`src/hw/bcc_pkg.sv`:
```
// Shared constants and types for the cipher control block.
// Assumes one 20 MHz clock domain and a 32-bit AXI4-Lite master.
package bcc_pkg;
    // ==========================================
    // Register map
    localparam logic [7:0] ADDR_MAIN = 8'h00; // Main control
    localparam logic [7:0] ADDR_RST = 8'h04; // Reset control
    localparam logic [7:0] ADDR_STAT = 8'h08; // Lock and busy status
    localparam logic [31:0] MAIN_RESET = 32'h0000_4010; // Append and forward on
    localparam logic [31:0] MAIN_MASK = 32'h07ff_ffff; // Implemented bits
    localparam logic [31:0] RST_RESET = 32'h0000_0000;
    localparam logic [31:0] RST_MASK = 32'h0000_0003;
    localparam logic [1:0] RESP_OKAY = 2'h0;
    localparam logic [1:0] RESP_SLVERR = 2'h2;
    // ==========================================
    // Field positions
    localparam int B_START = 0;
    localparam int B_LOCK = 1;
    localparam int B_IFCLR = 2;
    localparam int B_OFCLR = 3;
    localparam int B_MSG = 4;
    localparam int B_HDR = 5;
    localparam int B_HPRI = 6;
    localparam int B_MPRI = 7;
    localparam int B_SRC = 8;
    localparam int B_DMA = 9;
    localparam int B_KEY = 10;
    localparam int B_TAG = 12;
    localparam int B_MIC = 14;
    localparam int B_DEC = 15;
    localparam int B_MODE = 16;
    localparam int B_CTR = 19;
    localparam int B_CTS = 26;
    localparam int B_SRST = 0;
    localparam int B_AUTO = 1;
    localparam int B_BUSY = 0;
    localparam int B_HGNT = 1;
    localparam int B_MGNT = 2;
    localparam int B_MREQ = 3;
    // ==========================================
    // Sizes and counts
    localparam int FIFO_WIDTH = 32;
    localparam int FIFO_DEPTH = 8;
    localparam logic [6:0] CTR_MIN = 7'h10; // Below this, full width
    localparam logic [7:0] CTR_FULL = 8'h80; // Exponent 128
    // ==========================================
    // Types
    typedef enum logic [2:0] {
        MODE_ECB = 3'b000, MODE_CBC = 3'b001, MODE_CTR = 3'b010,
        MODE_RSV3 = 3'b011, MODE_RSV4 = 3'b100, MODE_CCM = 3'b101,
        MODE_MMO = 3'b110, MODE_BYPASS = 3'b111
    } bcc_mode_t;
    typedef enum logic [1:0] {
        GNT_NONE = 2'b00, GNT_HOST = 2'b01, GNT_MAC = 2'b10
    } bcc_gnt_t;
    // Decoded settings handed to the datapath
    typedef struct packed {
        logic cts_std; // 1: standard stealing
        logic [7:0] ctr_exp; // Counter wraps at 2**ctr_exp
        bcc_mode_t mode;
        logic mode_bad; // Reserved mode code
        logic decrypt; // Effective direction
        logic append; // Effective tag/hash append
        logic [4:0] tag_bytes;
        logic [5:0] key_bytes;
        logic key_bad;
        logic dma_en;
        logic dma_src; // 1: data via DMA
        logic mac_pri;
        logic host_pri;
        logic hdr_out; // Effective header output
        logic msg_out;
    } bcc_cfg_t;
endpackage

```
`src/hw/bcc_ctrl.sv`:
```
// Cipher control registers, lock arbiter and output FIFO.
// Assumes the engine, MAC requester and stream share mclk.
// Notes on behaviour
// - Stealing bit: 0 vendor, 1 standard.
// - Counter modulus 2^128 below 16, else 2^v.
// - Mode codes: ECB,CBC,CTR,rsv,rsv,CCM,MMO,bypass.
// - Direction bit, ignored in hash or bypass.
// - Append tag/hash; CCM decrypt or hash; resets one.
// - Tag length codes: 0,4,8,16 bytes.
// - Key codes: 16, 32, 24 bytes, reserved.
// - DMA enable and register-or-DMA source bit.
// - MAC requester priority bit, one high.
// - Host requester priority bit, one high.
// - CCM header output only when bit set.
// - Output stream reaches FIFO only when enabled.
// - Host lock write one requests, zero releases.
// - Auto engine reset after lock obtained.
// - Soft reset bit holds engine in reset.
// - Status flag shows host lock granted.
`timescale 1ns/10ps
`default_nettype none

// ==========================================
// Output FIFO
module bcc_fifo #(
    parameter int WIDTH = 32,
    parameter int DEPTH = 8
) (
    input wire logic mclk,
    input wire logic rst_n,
    input wire logic flush,
    input wire logic in_valid,
    input wire logic [WIDTH-1:0] in_data,
    output logic in_ready,
    output logic out_valid,
    output logic [WIDTH-1:0] out_data,
    input wire logic out_ready
);
    localparam int PW = $clog2(DEPTH);
    localparam int CW = PW + 1;
    localparam logic [CW-1:0] FULL = CW'(DEPTH);
    typedef struct packed {
        logic [DEPTH-1:0][WIDTH-1:0] mem; // Storage words
        logic [PW-1:0] wp; // Write pointer
        logic [PW-1:0] rp; // Read pointer
        logic [CW-1:0] cnt; // Words held
        logic in_rdy; // Registered not-full
        logic out_vld; // Registered not-empty
    } bcc_fifo_st_t;
    bcc_fifo_st_t q;
    bcc_fifo_st_t n;
    logic push;
    logic pop;

    // Wrap for depths that are not a power of two
    function automatic logic [PW-1:0] bump(input logic [PW-1:0] p);
        bump = (p == PW'(DEPTH - 1)) ? '0 : p + PW'(1);
    endfunction

    assign push = in_valid && q.in_rdy;
    assign pop = q.out_vld && out_ready;
    assign in_ready = q.in_rdy;
    assign out_valid = q.out_vld;
    assign out_data = q.mem[q.rp];

    // Next state; flush overrides a same-cycle push
    always_comb begin
        n = q;
        if (push) begin
            n.mem[q.wp] = in_data;
            n.wp = bump(q.wp);
        end
        if (pop) begin
            n.rp = bump(q.rp);
        end
        n.cnt = q.cnt + CW'(push) - CW'(pop);
        if (flush) begin
            n.wp = '0;
            n.rp = '0;
            n.cnt = '0;
        end
        n.in_rdy = (n.cnt != FULL);
        n.out_vld = (n.cnt != '0);
    end

    always_ff @(posedge mclk or negedge rst_n) begin
        if (!rst_n) begin
            q <= '0;
        end else begin
            q <= n;
        end
    end
endmodule // bcc_fifo

// ==========================================
// Top: register slave, arbiter, controls
module bcc_ctrl (
    input wire logic mclk,
    input wire logic resetn,
    input wire logic [7:0] s_axi_awaddr,
    input wire logic s_axi_awvalid,
    output logic s_axi_awready,
    input wire logic [31:0] s_axi_wdata,
    input wire logic [3:0] s_axi_wstrb,
    input wire logic s_axi_wvalid,
    output logic s_axi_wready,
    output logic [1:0] s_axi_bresp,
    output logic s_axi_bvalid,
    input wire logic s_axi_bready,
    input wire logic [7:0] s_axi_araddr,
    input wire logic s_axi_arvalid,
    output logic s_axi_arready,
    output logic [31:0] s_axi_rdata,
    output logic [1:0] s_axi_rresp,
    output logic s_axi_rvalid,
    input wire logic s_axi_rready,
    input wire logic eng_busy,
    input wire logic mac_lock_req,
    output bcc_pkg::bcc_cfg_t eng_cfg,
    output logic eng_start,
    output logic eng_reset,
    output logic ingress_fifo_flush,
    output logic host_lock_granted,
    output logic mac_lock_granted,
    input wire logic os_valid,
    input wire logic [31:0] os_data,
    output logic os_ready,
    output logic out_valid,
    output logic [31:0] out_data,
    input wire logic out_ready
);
    typedef struct packed {
        logic aw_rdy; // Address slot free
        logic w_rdy; // Data slot free
        logic [7:0] aw_addr; // Held write address
        logic [31:0] wdata;
        logic [3:0] wstrb;
        logic bvalid;
        logic [1:0] bresp;
        logic ar_rdy;
        logic rvalid;
        logic [31:0] rdata;
        logic [1:0] rresp;
        logic [31:0] main; // Main control image
        logic [31:0] rst; // Reset control image
        bcc_pkg::bcc_gnt_t gnt; // Current lock owner
        logic start_p; // Start pulse
        logic if_p; // Ingress flush pulse
        logic of_p; // Egress flush pulse
        logic auto_p; // Auto reset pulse
        logic eng_rst;
        bcc_pkg::bcc_cfg_t cfg;
    } bcc_st_t;
    bcc_st_t q;
    bcc_st_t n;
    logic [1:0] rs_ff; // Reset release synchroniser
    logic rst_n;
    logic fifo_rdy;
    logic push;
    logic [31:0] v;

    // ==========================================
    // Helpers
    // Byte-lane merge for partial writes
    function automatic logic [31:0] wmerge(input logic [31:0] old, input logic [31:0] d,
                                           input logic [3:0] s);
        for (int i = 0; i < 4; i++) begin
            wmerge[i*8 +: 8] = s[i] ? d[i*8 +: 8] : old[i*8 +: 8];
        end
    endfunction

    // Settings decode from the main control image
    function automatic bcc_pkg::bcc_cfg_t decode(input logic [31:0] m);
        bcc_pkg::bcc_cfg_t c;
        bcc_pkg::bcc_mode_t md;
        md = bcc_pkg::bcc_mode_t'(m[bcc_pkg::B_MODE +: 3]);
        c.mode = md;
        c.mode_bad = (md == bcc_pkg::MODE_RSV3) || (md == bcc_pkg::MODE_RSV4);
        c.cts_std = m[bcc_pkg::B_CTS];
        // Small codes mean the full 128-bit counter
        c.ctr_exp = (m[bcc_pkg::B_CTR +: 7] < bcc_pkg::CTR_MIN) ? bcc_pkg::CTR_FULL
                  : {1'b0, m[bcc_pkg::B_CTR +: 7]};
        // Hashing and bypass have no direction
        c.decrypt = m[bcc_pkg::B_DEC] && (md != bcc_pkg::MODE_MMO)
                  && (md != bcc_pkg::MODE_BYPASS);
        c.append = m[bcc_pkg::B_MIC] && ((md == bcc_pkg::MODE_MMO)
                 || (md == bcc_pkg::MODE_CCM && m[bcc_pkg::B_DEC]));
        case (m[bcc_pkg::B_TAG +: 2])
            2'h0: c.tag_bytes = 5'h00;
            2'h1: c.tag_bytes = 5'h04;
            2'h2: c.tag_bytes = 5'h08;
            default: c.tag_bytes = 5'h10;
        endcase
        c.key_bad = 1'b0;
        case (m[bcc_pkg::B_KEY +: 2])
            2'h0: c.key_bytes = 6'h10;
            2'h1: c.key_bytes = 6'h20;
            2'h2: c.key_bytes = 6'h18;
            default: begin
                c.key_bytes = 6'h10;
                c.key_bad = 1'b1;
            end
        endcase
        c.dma_en = m[bcc_pkg::B_DMA];
        c.dma_src = m[bcc_pkg::B_SRC];
        c.mac_pri = m[bcc_pkg::B_MPRI];
        c.host_pri = m[bcc_pkg::B_HPRI];
        c.hdr_out = m[bcc_pkg::B_HDR] && (md == bcc_pkg::MODE_CCM);
        c.msg_out = m[bcc_pkg::B_MSG];
        decode = c;
    endfunction

    // ==========================================
    // Reset release
    // Asynchronous assert, two-flop synchronous release
    always_ff @(posedge mclk or negedge resetn) begin
        if (!resetn) begin
            rs_ff <= 2'h0;
        end else begin
            rs_ff <= {rs_ff[0], 1'b1};
        end
    end
    assign rst_n = rs_ff[1];

    // ==========================================
    // Next-state logic
    always_comb begin
        n = q;
        v = '0;
        n.start_p = 1'b0;
        n.if_p = 1'b0;
        n.of_p = 1'b0;
        n.auto_p = 1'b0;
        // Address and data taken in either order
        if (s_axi_awvalid && q.aw_rdy) begin
            n.aw_rdy = 1'b0;
            n.aw_addr = s_axi_awaddr;
        end
        if (s_axi_wvalid && q.w_rdy) begin
            n.w_rdy = 1'b0;
            n.wdata = s_axi_wdata;
            n.wstrb = s_axi_wstrb;
        end
        // Both halves held: commit and answer
        if (!q.aw_rdy && !q.w_rdy && !q.bvalid) begin
            n.bvalid = 1'b1;
            n.bresp = bcc_pkg::RESP_OKAY;
            case (q.aw_addr)
                bcc_pkg::ADDR_MAIN: begin
                    // Reserved bits dropped, so they read zero
                    v = wmerge(q.main, q.wdata, q.wstrb) & bcc_pkg::MAIN_MASK;
                    n.main = v;
                    // Command bits never stick
                    n.main[bcc_pkg::B_START] = 1'b0;
                    n.main[bcc_pkg::B_IFCLR] = 1'b0;
                    n.main[bcc_pkg::B_OFCLR] = 1'b0;
                    // A start during busy or reset is dropped
                    n.start_p = v[bcc_pkg::B_START] && !eng_busy
                              && !q.rst[bcc_pkg::B_SRST];
                    n.if_p = v[bcc_pkg::B_IFCLR];
                    n.of_p = v[bcc_pkg::B_OFCLR];
                end
                bcc_pkg::ADDR_RST: begin
                    n.rst = wmerge(q.rst, q.wdata, q.wstrb) & bcc_pkg::RST_MASK;
                end
                bcc_pkg::ADDR_STAT: begin
                    // Read-only: write ignored
                end
                default: begin
                    n.bresp = bcc_pkg::RESP_SLVERR;
                end
            endcase
        end
        if (q.bvalid && s_axi_bready) begin
            n.bvalid = 1'b0;
            n.aw_rdy = 1'b1;
            n.w_rdy = 1'b1;
        end
        // Read path, one outstanding
        if (s_axi_arvalid && q.ar_rdy) begin
            n.ar_rdy = 1'b0;
            n.rvalid = 1'b1;
            n.rresp = bcc_pkg::RESP_OKAY;
            n.rdata = '0;
            case (s_axi_araddr)
                bcc_pkg::ADDR_MAIN: n.rdata = q.main;
                bcc_pkg::ADDR_RST: n.rdata = q.rst;
                bcc_pkg::ADDR_STAT: begin
                    n.rdata[bcc_pkg::B_BUSY] = eng_busy;
                    n.rdata[bcc_pkg::B_HGNT] = (q.gnt == bcc_pkg::GNT_HOST);
                    n.rdata[bcc_pkg::B_MGNT] = (q.gnt == bcc_pkg::GNT_MAC);
                    n.rdata[bcc_pkg::B_MREQ] = mac_lock_req;
                end
                default: n.rresp = bcc_pkg::RESP_SLVERR;
            endcase
        end
        if (q.rvalid && s_axi_rready) begin
            n.rvalid = 1'b0;
            n.ar_rdy = 1'b1;
        end
        // Lock arbiter: no preemption once granted
        case (q.gnt)
            bcc_pkg::GNT_NONE: begin
                // Tie goes to the host unless only the MAC priority bit is set
                if (q.main[bcc_pkg::B_LOCK] && mac_lock_req) begin
                    n.gnt = (q.cfg.mac_pri && !q.cfg.host_pri) ? bcc_pkg::GNT_MAC
                          : bcc_pkg::GNT_HOST;
                end else if (q.main[bcc_pkg::B_LOCK]) begin
                    n.gnt = bcc_pkg::GNT_HOST;
                end else if (mac_lock_req) begin
                    n.gnt = bcc_pkg::GNT_MAC;
                end
            end
            bcc_pkg::GNT_HOST: begin
                if (!q.main[bcc_pkg::B_LOCK]) begin
                    n.gnt = bcc_pkg::GNT_NONE;
                end
            end
            bcc_pkg::GNT_MAC: begin
                if (!mac_lock_req) begin
                    n.gnt = bcc_pkg::GNT_NONE;
                end
            end
            default: n.gnt = bcc_pkg::GNT_NONE;
        endcase
        // One-cycle engine reset on a fresh grant
        n.auto_p = q.rst[bcc_pkg::B_AUTO] && (q.gnt == bcc_pkg::GNT_NONE)
                 && (n.gnt != bcc_pkg::GNT_NONE);
        n.eng_rst = n.rst[bcc_pkg::B_SRST] || n.auto_p;
        n.cfg = decode(n.main);
    end

    always_ff @(posedge mclk or negedge rst_n) begin
        if (!rst_n) begin
            q <= '0;
            q.aw_rdy <= 1'b1;
            q.w_rdy <= 1'b1;
            q.ar_rdy <= 1'b1;
            q.main <= bcc_pkg::MAIN_RESET;
            q.rst <= bcc_pkg::RST_RESET;
            q.cfg <= decode(bcc_pkg::MAIN_RESET);
        end else begin
            q <= n;
        end
    end

    // ==========================================
    // Output stream path
    // Blocked stream is drained and dropped so the engine never hangs
    assign push = os_valid && fifo_rdy && q.cfg.msg_out;
    assign os_ready = q.cfg.msg_out ? fifo_rdy : 1'b1;

    bcc_fifo #(
        .WIDTH(bcc_pkg::FIFO_WIDTH),
        .DEPTH(bcc_pkg::FIFO_DEPTH)
    ) u_egress (
        .mclk(mclk),
        .rst_n(rst_n),
        .flush(q.of_p),
        .in_valid(push),
        .in_data(os_data),
        .in_ready(fifo_rdy),
        .out_valid(out_valid),
        .out_data(out_data),
        .out_ready(out_ready)
    );

    assign s_axi_awready = q.aw_rdy;
    assign s_axi_wready = q.w_rdy;
    assign s_axi_bvalid = q.bvalid;
    assign s_axi_bresp = q.bresp;
    assign s_axi_arready = q.ar_rdy;
    assign s_axi_rvalid = q.rvalid;
    assign s_axi_rdata = q.rdata;
    assign s_axi_rresp = q.rresp;
    assign eng_cfg = q.cfg;
    assign eng_start = q.start_p;
    assign eng_reset = q.eng_rst;
    assign ingress_fifo_flush = q.if_p;
    assign host_lock_granted = (q.gnt == bcc_pkg::GNT_HOST);
    assign mac_lock_granted = (q.gnt == bcc_pkg::GNT_MAC);
endmodule // bcc_ctrl

`default_nettype wire

```
`config.mk`:
```
export PLATFORM = sky130hd
export DESIGN_NAME = bcc_ctrl
export DESIGN_NICKNAME = d
export VERILOG_FILES = /design/src/hw/bcc_pkg.sv /design/src/hw/bcc_ctrl.sv
export SDC_FILE = /design/constraint.sdc
export NUM_CORES = 1
export LEC_CHECK = 0
export BUFFER_PORTS_ARGS = -buffer_cell sky130_fd_sc_hd__buf_4
export CAP_MARGIN = 20
export CELL_PAD_IN_SITES_DETAIL_PLACEMENT = 0
export CELL_PAD_IN_SITES_GLOBAL_PLACEMENT = 1
export CORE_UTILIZATION = 49
export DETAILED_ROUTE_END_ITERATION = 12
export HOLD_SLACK_MARGIN = 0.05
export PLACE_DENSITY_LB_ADDON = 0.1
export SETUP_SLACK_MARGIN = 0.3
export SLEW_MARGIN = 20
export SYNTH_ARGS = -nofsm -noshare
export SYNTH_HDL_FRONTEND = slang
export SYNTH_SLANG_ARGS = --single-unit
```
`constraint.sdc`:
```
create_clock -name mclk -period 14.16 [get_ports mclk]
set_input_delay 1.416 -clock mclk [delete_from_list [all_inputs] [get_ports mclk]]
set_output_delay 1.416 -clock mclk [all_outputs]
set_load 0.01 [all_outputs]
```
* Word level (Yosys, flattened, before mapping) *
Index checks and enable logic that the tools add are counted.

word-level totals
  flip-flop bits (word level) = 415
  input bits = 95
  output and inout port bits = 113
  logic and storage cells = 169

cells by class
  add/subtract/negate cells = 4
  $lt $le $gt $ge = 4
  equal/unequal tests = 19
  mux-type cells = 43
  reduce and logical (&&, ||, !) cells = 50

operators with widths
  kind                count
  $bwmux 256          1
  $bmux 32 s3         1
  $demux 32 s3        1
  $mux 32             2
  $mux 59             1
  $mux 36             1
  $mux 8              4
  $mux 27             1
  $mux 2              12
  $mux 3              8
  $logic_and 1x1->1   23
  $mux 23             1
  $eq 8x3->1 const B  2
  $eq 8x4->1 const B  2
  $logic_not 8->1     2
  $eq 3x3->1 const B  5
  $pmux 5 s3          1
  $reduce_bool 2->1   7
  $pmux 4 s3          1
  $pmux 6 s2          1
  $mux 10             1
  $reduce_or 3->1     3
  $lt 3x4->1 const B  2
  $lt 7x5->1 const B  1
  16 further kinds    36

* Depth between registers and ports, before layout *
Gate-level depths: netlist of run 1.

  word-level depth = 8
  depth in mapped cells = 10
  gate-level depth less buffers = 10

* Cells and area by module *
Synthesis of run 1 repeated with hierarchy kept, for this count alone.

unflattened totals
  cells, all modules = 1171
  area total of the unflattened synthesis = 17409.2 µm²

by module, submodules not included
  module    instances  cells an instance  area each (µm²)  sequential area each (µm²)
  bcc_fifo  1          725                11996.5          6706.4
  bcc_ctrl  1          446                5412.7           3161.8

* Worst setup path before layout of run 1 *
Ideal clock, no wire load.

  kind = reg2out
  start point = register u_egress.q[6] (netlist name)
  end point = output out_data[0]
  arrival = 1958 ps
  required time = 12744 ps
  setup slack = 10786 ps
  stages on the path, launching flop included = 5
  path buffers = 2
  cell sequence = dfrtp_1 > buf_1 > buf_2 > mux4_2 > mux2_2

on the way
  cells in the longest elaborated chain, start to end = 2

RTL lines
  what                           line             source
  start: declaration             bcc_ctrl.sv:50   bcc_fifo_st_t q;
  start signal: assignment       bcc_ctrl.sv:90   q <= n;
  $bmux 32 s3                    bcc_ctrl.sv:64   assign out_data = q.mem[q.rp];
  $mux 32 (implied by the code)  bcc_ctrl.sv:64
  end: declaration               bcc_ctrl.sv:129  output logic [31:0] out_data,

Every way passes these cells. The select of a mux whose other input is x is not followed.

* Worst setup path after layout of run 1 *
  start point = register u_egress.q[6] (netlist name)
  end point = output out_data[21]

The elaborated chain is that of the path after synthesis.

==> results of run 1 <==
[cells in the mapped netlist, types with 7 or more instances]
cell,number,share of area (%)
sky130_fd_sc_hd__nand2b_1,7,0.25
sky130_fd_sc_hd__mux2_2,336,22
sky130_fd_sc_hd__dfrtp_1,387,56
sky130_fd_sc_hd__buf_1,11,0.24
sky130_fd_sc_hd__nand2_1,70,1.5
sky130_fd_sc_hd__dfstp_2,7,1.1
sky130_fd_sc_hd__inv_1,15,0.32
sky130_fd_sc_hd__nor2_1,21,0.45
sky130_fd_sc_hd__a21oi_1,9,0.26
sky130_fd_sc_hd__ha_1,8,0.57
sky130_fd_sc_hd__nor3_1,7,0.20
sky130_fd_sc_hd__o21ai_0,16,0.46
sky130_fd_sc_hd__buf_2,22,0.63
sky130_fd_sc_hd__clkbuf_1,25,0.54
sky130_fd_sc_hd__buf_4,70,3.0
sky130_fd_sc_hd__mux2i_1,7,0.40
sky130_fd_sc_hd__a22o_1,23,1.2
sky130_fd_sc_hd__mux4_2,64,8.3
[final cells by class]
class                   instances  area (sq um)
clock buffers                  65          1281
clock inverters                11         130.1
fillers                      2794         14420
inverters                      16         60.06
multi-input cells             646          6798
flip-flops and latches        394          9878
well taps                     455         569.3
repair buffers                209          1582
[worst reg2reg max path: stages, from the launching register on]
cell and delay [ps]:
sky130_fd_sc_hd__dfstp_2 580, sky130_fd_sc_hd__nand3_1 390, sky130_fd_sc_hd__inv_2 170, sky130_fd_sc_hd__nand2_1 210, sky130_fd_sc_hd__or3_2 700, sky130_fd_sc_hd__buf_4 370, sky130_fd_sc_hd__mux2_2 340
[power groups by stage]
stage	sequential, W	combinational [W]	clock, W
floorplan	0.00140	0.000492	0
global placement	0.00146	0.000615	0
detailed placement	0.00146	0.000624	0
CTS	0.00145	0.000626	0.00115
global route	0.00147	0.000679	0.00119
finish	0.00144	0.000620	0.00111
[layer usage]
metal | global-route usage [%] | part of all wire, % | up-vias
met5 | 0 | 0.032 | -
met4 | 5.415 | 1.8 | 2
met3 | 5.558 | 6.1 | 44
met2 | 34.53 | 48 | 201
met1 | 28.16 | 44 | 5104
li1 | - | - | 4437
[state kept, by name, summed over array words and instances, names as in the netlist]
register,flops
s_axi_rdata,27
s_axi_wready,1
s_axi_arready,1
eng_cfg,21
q,66
u_egress.out_valid,1
s_axi_bresp,1
s_axi_rvalid,1
s_axi_awready,1
eng_reset,1
u_egress.in_ready,1
rs_ff,2
s_axi_rresp,1
s_axi_bvalid,1
eng_start,1
ingress_fifo_flush,1
u_egress.q,266
[cells by family after synthesis]
family,share of synthesized area [%]
buffers and inverters,4.836
other,0.04313
adders and majority gates,0.6899
AOI/OAI and AO/OA,2.637
xor gates and xnor gates,0.1509
DFF,56.68
and+or+nand+nor,4.276
muxes,30.69
[through the flow]
step / hold WS, ps / total power [W]
5_1_grt: 377.0 / 0.003341
2_1_floorplan: 331.2 / 0.001890
3_3_place_gp: 339.5 / 0.002075
6_report: 369.8 / 0.003178
4_1_cts: 375.0 / 0.003217
3_5_place_dp: 359.6 / 0.002088
[how the worst max path moves through the flow]
stage               slack [ps]           end  cells past startpoint
floorplan                 2380   eng_cfg[10]                      0
global placement         10040  out_data[28]                      4
finish                    9660  out_data[21]                      5
CTS                       9470  out_data[28]                      4
detailed placement       10060  out_data[28]                      4
global route              9450  out_data[21]                      5
==> flow_metrics.py, run 1 <==
metrics = {
    "status": {
        "result_of_the_run": "completed",
    },
    "timing": {
        "final-setup-viol-count": 0,
        "final-max-slew-violation-count": 0,
        "layout_worst_path_cycle_share_pct": 31.79,
        "timing.fmax_mhz": 222.2,
        "setup_tns_ps": 0,
        "report.final.hold_viol_count": 0,
        "max-slew-margin-rel_pct": 26.33,
        "final.min_clock_period_ps": 4501,
        "layout_setup_ws_ps": 9659,
        "timing.clock.skew_ps": 7.030,
        "grt_setup_unrepaired": "no",
        "tightestPinTransition_ps": 1105,
    },
    "yosys": {
        "ys_async_sr_fraction_pct": 100.0,
        "mappedNetlistArea_sq_um": 17410,
        "yosys_most_used_dff": "sky130_fd_sc_hd__dfrtp_1",
        "synth-seq-area-share_pct": 56.68,
        "synth.distinct_cells": 52,
        "syn_area_per_cell_sq_um": 14.83,
        "yosys_warnings": 0,
        "synth_enable_flop_cells": 0,
        "post_synth_inst_count": 1174,
        "ys_seq_elements": 394,
    },
    "power": {
        "power_frac_seq_pct": 45.4,
        "pwr-share-comb_pct": 19.5,
        "net-switching-power_w": 0.0008651,
        "ir_worst_vdd_uv": 113.2,
        "total_leakage_power_nw": 9.994,
        "clkPwrFrac_pct": 35.1,
        "p_int_w": 0.002313,
        "sw_frac_of_total_pct": 27.22,
        "powerDensity_nw_per_um2": 156.5,
    },
    "critical_path": {
        "critPathTopFamily": "buffers and inverters",
        "cp-startpoint": "u_egress.q[6]",
        "crit_path_end_kind": "output pin",
        "setup.worst_path.class": "reg2out",
        "timing.critical_path.required_ps": 12740,
        "reg2reg_from": "q[76]",
        "rr_endpoint": "u_egress.q[71]",
        "cpMaxStageDelayCell": "sky130_fd_sc_hd__dfrtp_4",
        "worstPathMaxFanout": 28,
        "regToRegSetupSlack_ps": 11290,
        "critPathBufInv": 3,
        "worst-r2r-cell-count": 6,
        "critical_path.cell_chain": "buf_4, buf_12, mux4_2, mux2_2, buf_4",
        "slowest_delay_ps": 640,
        "worstSetupStartpointType": "register",
        "cp_common_cell": "sky130_fd_sc_hd__buf_4",
        "arrival_time_reported_for_the_critical_path_endpoint_ps": 3080,
    },
    "clocking": {
        "clkLatencyLatePin_ps": 540,
        "cts_root_buf": "sky130_fd_sc_hd__clkbuf_16",
        "post_cts.resized_instances": 0,
        "tritoncts": "done",
        "cts.hold.buffers_added": 0,
        "cts_made_buffers": 43,
        "post_cts.repair.setup_buffers": 0,
        "clk_pin_slew_ps": 60,
        "cts.sinks": 394,
        "clk_path_buf_depth": 3,
        "cts.htree.levels": 2,
    },
    "routing": {
        "dr_total_vias": 9788,
        "via_density_per_instance": 5.450,
        "initial_drt_pass_iterations": 4,
        "ant_nets": 0,
        "routedWlPerCell_um": 20.58,
        "first_iter_violations": 315,
        "route.final.wire_length_mm": 36.96,
        "remaining_drc_errors": 0,
    },
    "worst_hold_path": {
        "worst_hold_path.endpoint": "rs_ff[1]",
        "hold_path.startpoint": "rs_ff[0]",
        "min_delay_path_depth": 0,
        "class_of_the_tightest_hold_or_removal_check": "reg2reg",
    },
    "die": {
        "start_util_pct": 50.16,
        "core-area_sq_um": 34710,
        "core.rowCount": 68,
        "boundaryPins": 208,
        "dieWidth_um": 190.5,
        "dieArea_sq_um": 36290,
        "die_y_um": 190.5,
    },
    "finish": {
        "diodes": 0,
        "final_design_area_no_fill_sq_um": 20300,
        "fin_util_pct": 58.47,
        "flow.area_growth_from_synthesis_pct": 16.58,
        "layout_commonest_cell": "sky130_fd_sc_hd__dfrtp_1",
        "drive_gt1_share_pct": 52.57,
        "final_nets": 1414,
        "final_cell_mix": "sky130_fd_sc_hd__dfrtp_1, sky130_fd_sc_hd__mux2_2, sky130_fd_sc_hd__buf_4",
        "final_cell_count_no_fill": 1796,
    },
    "placed_design": {
        "numPortBuffers": 190,
        "pre_cts_ws_ps": 10060,
        "place_area_sq_um": 18870,
        "placed_cells": 1719,
        "routabilityCongestion": 0.7620,
        "detailed_placement_hpwl_mm": 21.91,
    },
    "grt": {
        "grt_pass1_vias": 10552,
        "global_route.usage.total_pct": 21.18,
        "grt_antenna_before_repair": 1,
        "grt_start_max_net_pins": 77,
        "grt_pass1_wl_mm": 59.35,
        "globalRouteOverflowTotal": 0,
    },
    "flow_run": {
        "max_cap_viol_count": 0,
    },
}
Note: power is estimated with default switching activity, not from simulation.
==> run 2: changes to the inputs <==
Clock period 14.16 ns to 4.4 ns, I/O delays scaled along.
==> flow_metrics.py, run 2 (synthesized netlist as in run 1, its figures left out) <==
metrics = {
    "timing": {
        "layout_worst_path_cycle_share_pct": 72.41,
        "max-slew-margin-rel_pct": 28.12,
        "final.min_clock_period_ps": 3186,
        "final-setup-viol-count": 0,
        "grt_setup_unrepaired": "no",
        "timing.fmax_mhz": 313.9,
        "setup_tns_ps": 0,
        "timing.clock.skew_ps": 6.305,
        "final-max-slew-violation-count": 0,
        "report.final.hold_viol_count": 0,
        "tightestPinTransition_ps": 1078,
    },
    "clocking": {
        "clk_path_buf_depth": 3,
        "clk_pin_slew_ps": 60,
        "tritoncts": "done",
        "cts.sinks": 394,
        "cts_made_buffers": 44,
        "post_cts.resized_instances": 0,
        "clkLatencyLatePin_ps": 530,
        "cts.htree.levels": 2,
        "cts_root_buf": "sky130_fd_sc_hd__clkbuf_16",
    },
    "finish": {
        "top_register_by_number_of_flip_flops": "u_egress.q",
        "diodes": 0,
        "largest_register_ffs": 266,
        "flow.area_growth_from_synthesis_pct": 18.00,
        "final_cell_mix": "sky130_fd_sc_hd__dfrtp_1, sky130_fd_sc_hd__mux2_2, sky130_fd_sc_hd__buf_4",
        "fin_util_pct": 59.19,
        "layout_commonest_cell": "sky130_fd_sc_hd__dfrtp_1",
        "final_nets": 1426,
        "drive_gt1_share_pct": 53.47,
    },
    "placed_design": {
        "numPortBuffers": 190,
        "detailed_placement_hpwl_mm": 22.57,
        "routabilityCongestion": 0.7407,
    },
    "die": {
        "dieArea_sq_um": 36290,
        "dieWidth_um": 190.5,
        "boundaryPins": 208,
        "core.rowCount": 68,
        "start_util_pct": 50.16,
        "core-area_sq_um": 34710,
        "die_y_um": 190.5,
    },
    "power": {
        "pwr-share-comb_pct": 19.2,
        "total_leakage_power_nw": 10.13,
        "powerDensity_nw_per_um2": 506.2,
        "ir_worst_vdd_uv": 346.5,
        "sw_frac_of_total_pct": 27.14,
        "power_frac_seq_pct": 44.8,
        "total_power_w": 0.01040,
        "p_int_w": 0.007578,
        "clkPwrFrac_pct": 36.0,
        "net-switching-power_w": 0.002822,
    },
    "routing": {
        "route.final.wire_length_mm": 36.37,
        "dr_total_vias": 9831,
        "initial_drt_pass_iterations": 4,
        "routedWlPerCell_um": 20.08,
        "via_density_per_instance": 5.428,
        "remaining_drc_errors": 0,
        "first_iter_violations": 328,
        "ant_nets": 0,
    },
    "critical_path": {
        "crit_path_end_kind": "output pin",
        "arrival_time_reported_for_the_critical_path_endpoint_ps": 2750,
        "worstSetupStartpointType": "register",
        "timing.critical_path.required_ps": 3960,
        "worstPathMaxFanout": 27,
        "setup.worst_path.class": "reg2out",
    },
    "flow_run": {
        "max_cap_viol_count": 0,
    },
    "grt": {
        "grt_start_max_net_pins": 95,
        "grt_pass1_wl_mm": 58.82,
        "grt_antenna_before_repair": 0,
        "globalRouteOverflowTotal": 0,
        "global_route.usage.total_pct": 20.98,
        "grt_pass1_vias": 10515,
    },
    "status": {
        "result_of_the_run": "completed",
    },
    "worst_hold_path": {
        "class_of_the_tightest_hold_or_removal_check": "in2reg",
    },
}
## run 2: per-stage QoR
step	cells	cell area, sq um	hold WS (ps)	worst slack [ps]
after global placement	1726	18970	224.2	1464
after global routing	1811	20550	65.58	1040
final	1811	20550	86.28	1214
after detailed placement	1726	18970	224.3	1455
after CTS	1810	20520	56.15	1114
after floorplan	1185	17460	144.4	530.5
## run 2: final timing paths
kind	from	to	slack [ps]	depth (start not counted)
worst max register to register	q[76]	u_egress.q[178]	1560	6
worst min-delay path	s_axi_rready	s_axi_rvalid	90	2
min in group asynchronous	resetn	rs_ff[1]	220	2
worst max-delay path	u_egress.q[6]	out_data[3]	1210	4
worst min register to register	rs_ff[1]	u_egress.q[229]	260	0
max in group asynchronous	rs_ff[1]	u_egress.q[13]	3190	2
## run 2: layout make-up
class / instances / area (sq um)
fill: 2782 / 14170
sequential: 394 / 9878
multi-input combinational: 646 / 6789
timing repair buffer: 220 / 1744
clock buffer: 60 / 1303
tap: 455 / 569.3
clock inverter: 20 / 202.7
inverter: 16 / 60.06
## run 2: per-layer routing
metal / GRT usage (%) / up-vias / part of all wire [%]
met5: 0 / - / 0
met4: 6.031 / 0 / 2.3
met3: 5.502 / 58 / 5.9
met2: 33.55 / 196 / 48
met1: 28.24 / 5111 / 44
li1: - / 4466 / -
## run 2: timing repair
item                      in CTS  in global routing
hold endpoints to repair       5                  0
hold buffers                   4                  0
setup buffers                  0                  0
## run 2: critical path, stage by stage, from the launching register on
cell and delay (ps):
sky130_fd_sc_hd__dfrtp_4 780, sky130_fd_sc_hd__buf_4 410, sky130_fd_sc_hd__mux4_2 550, sky130_fd_sc_hd__mux2_2 310
sky130_fd_sc_hd__buf_4 150
## run 2: power groups by stage
stage / sequential (W) / clock [W] / combinational [W]
6_report: 0.00466 / 0.00374 / 0.00200
5_1_grt: 0.00475 / 0.00400 / 0.00219
3_3_place_gp: 0.00472 / 0 / 0.00198
2_1_floorplan: 0.00449 / 0 / 0.00158
4_1_cts: 0.00467 / 0.00385 / 0.00203
3_5_place_dp: 0.00473 / 0 / 0.00201
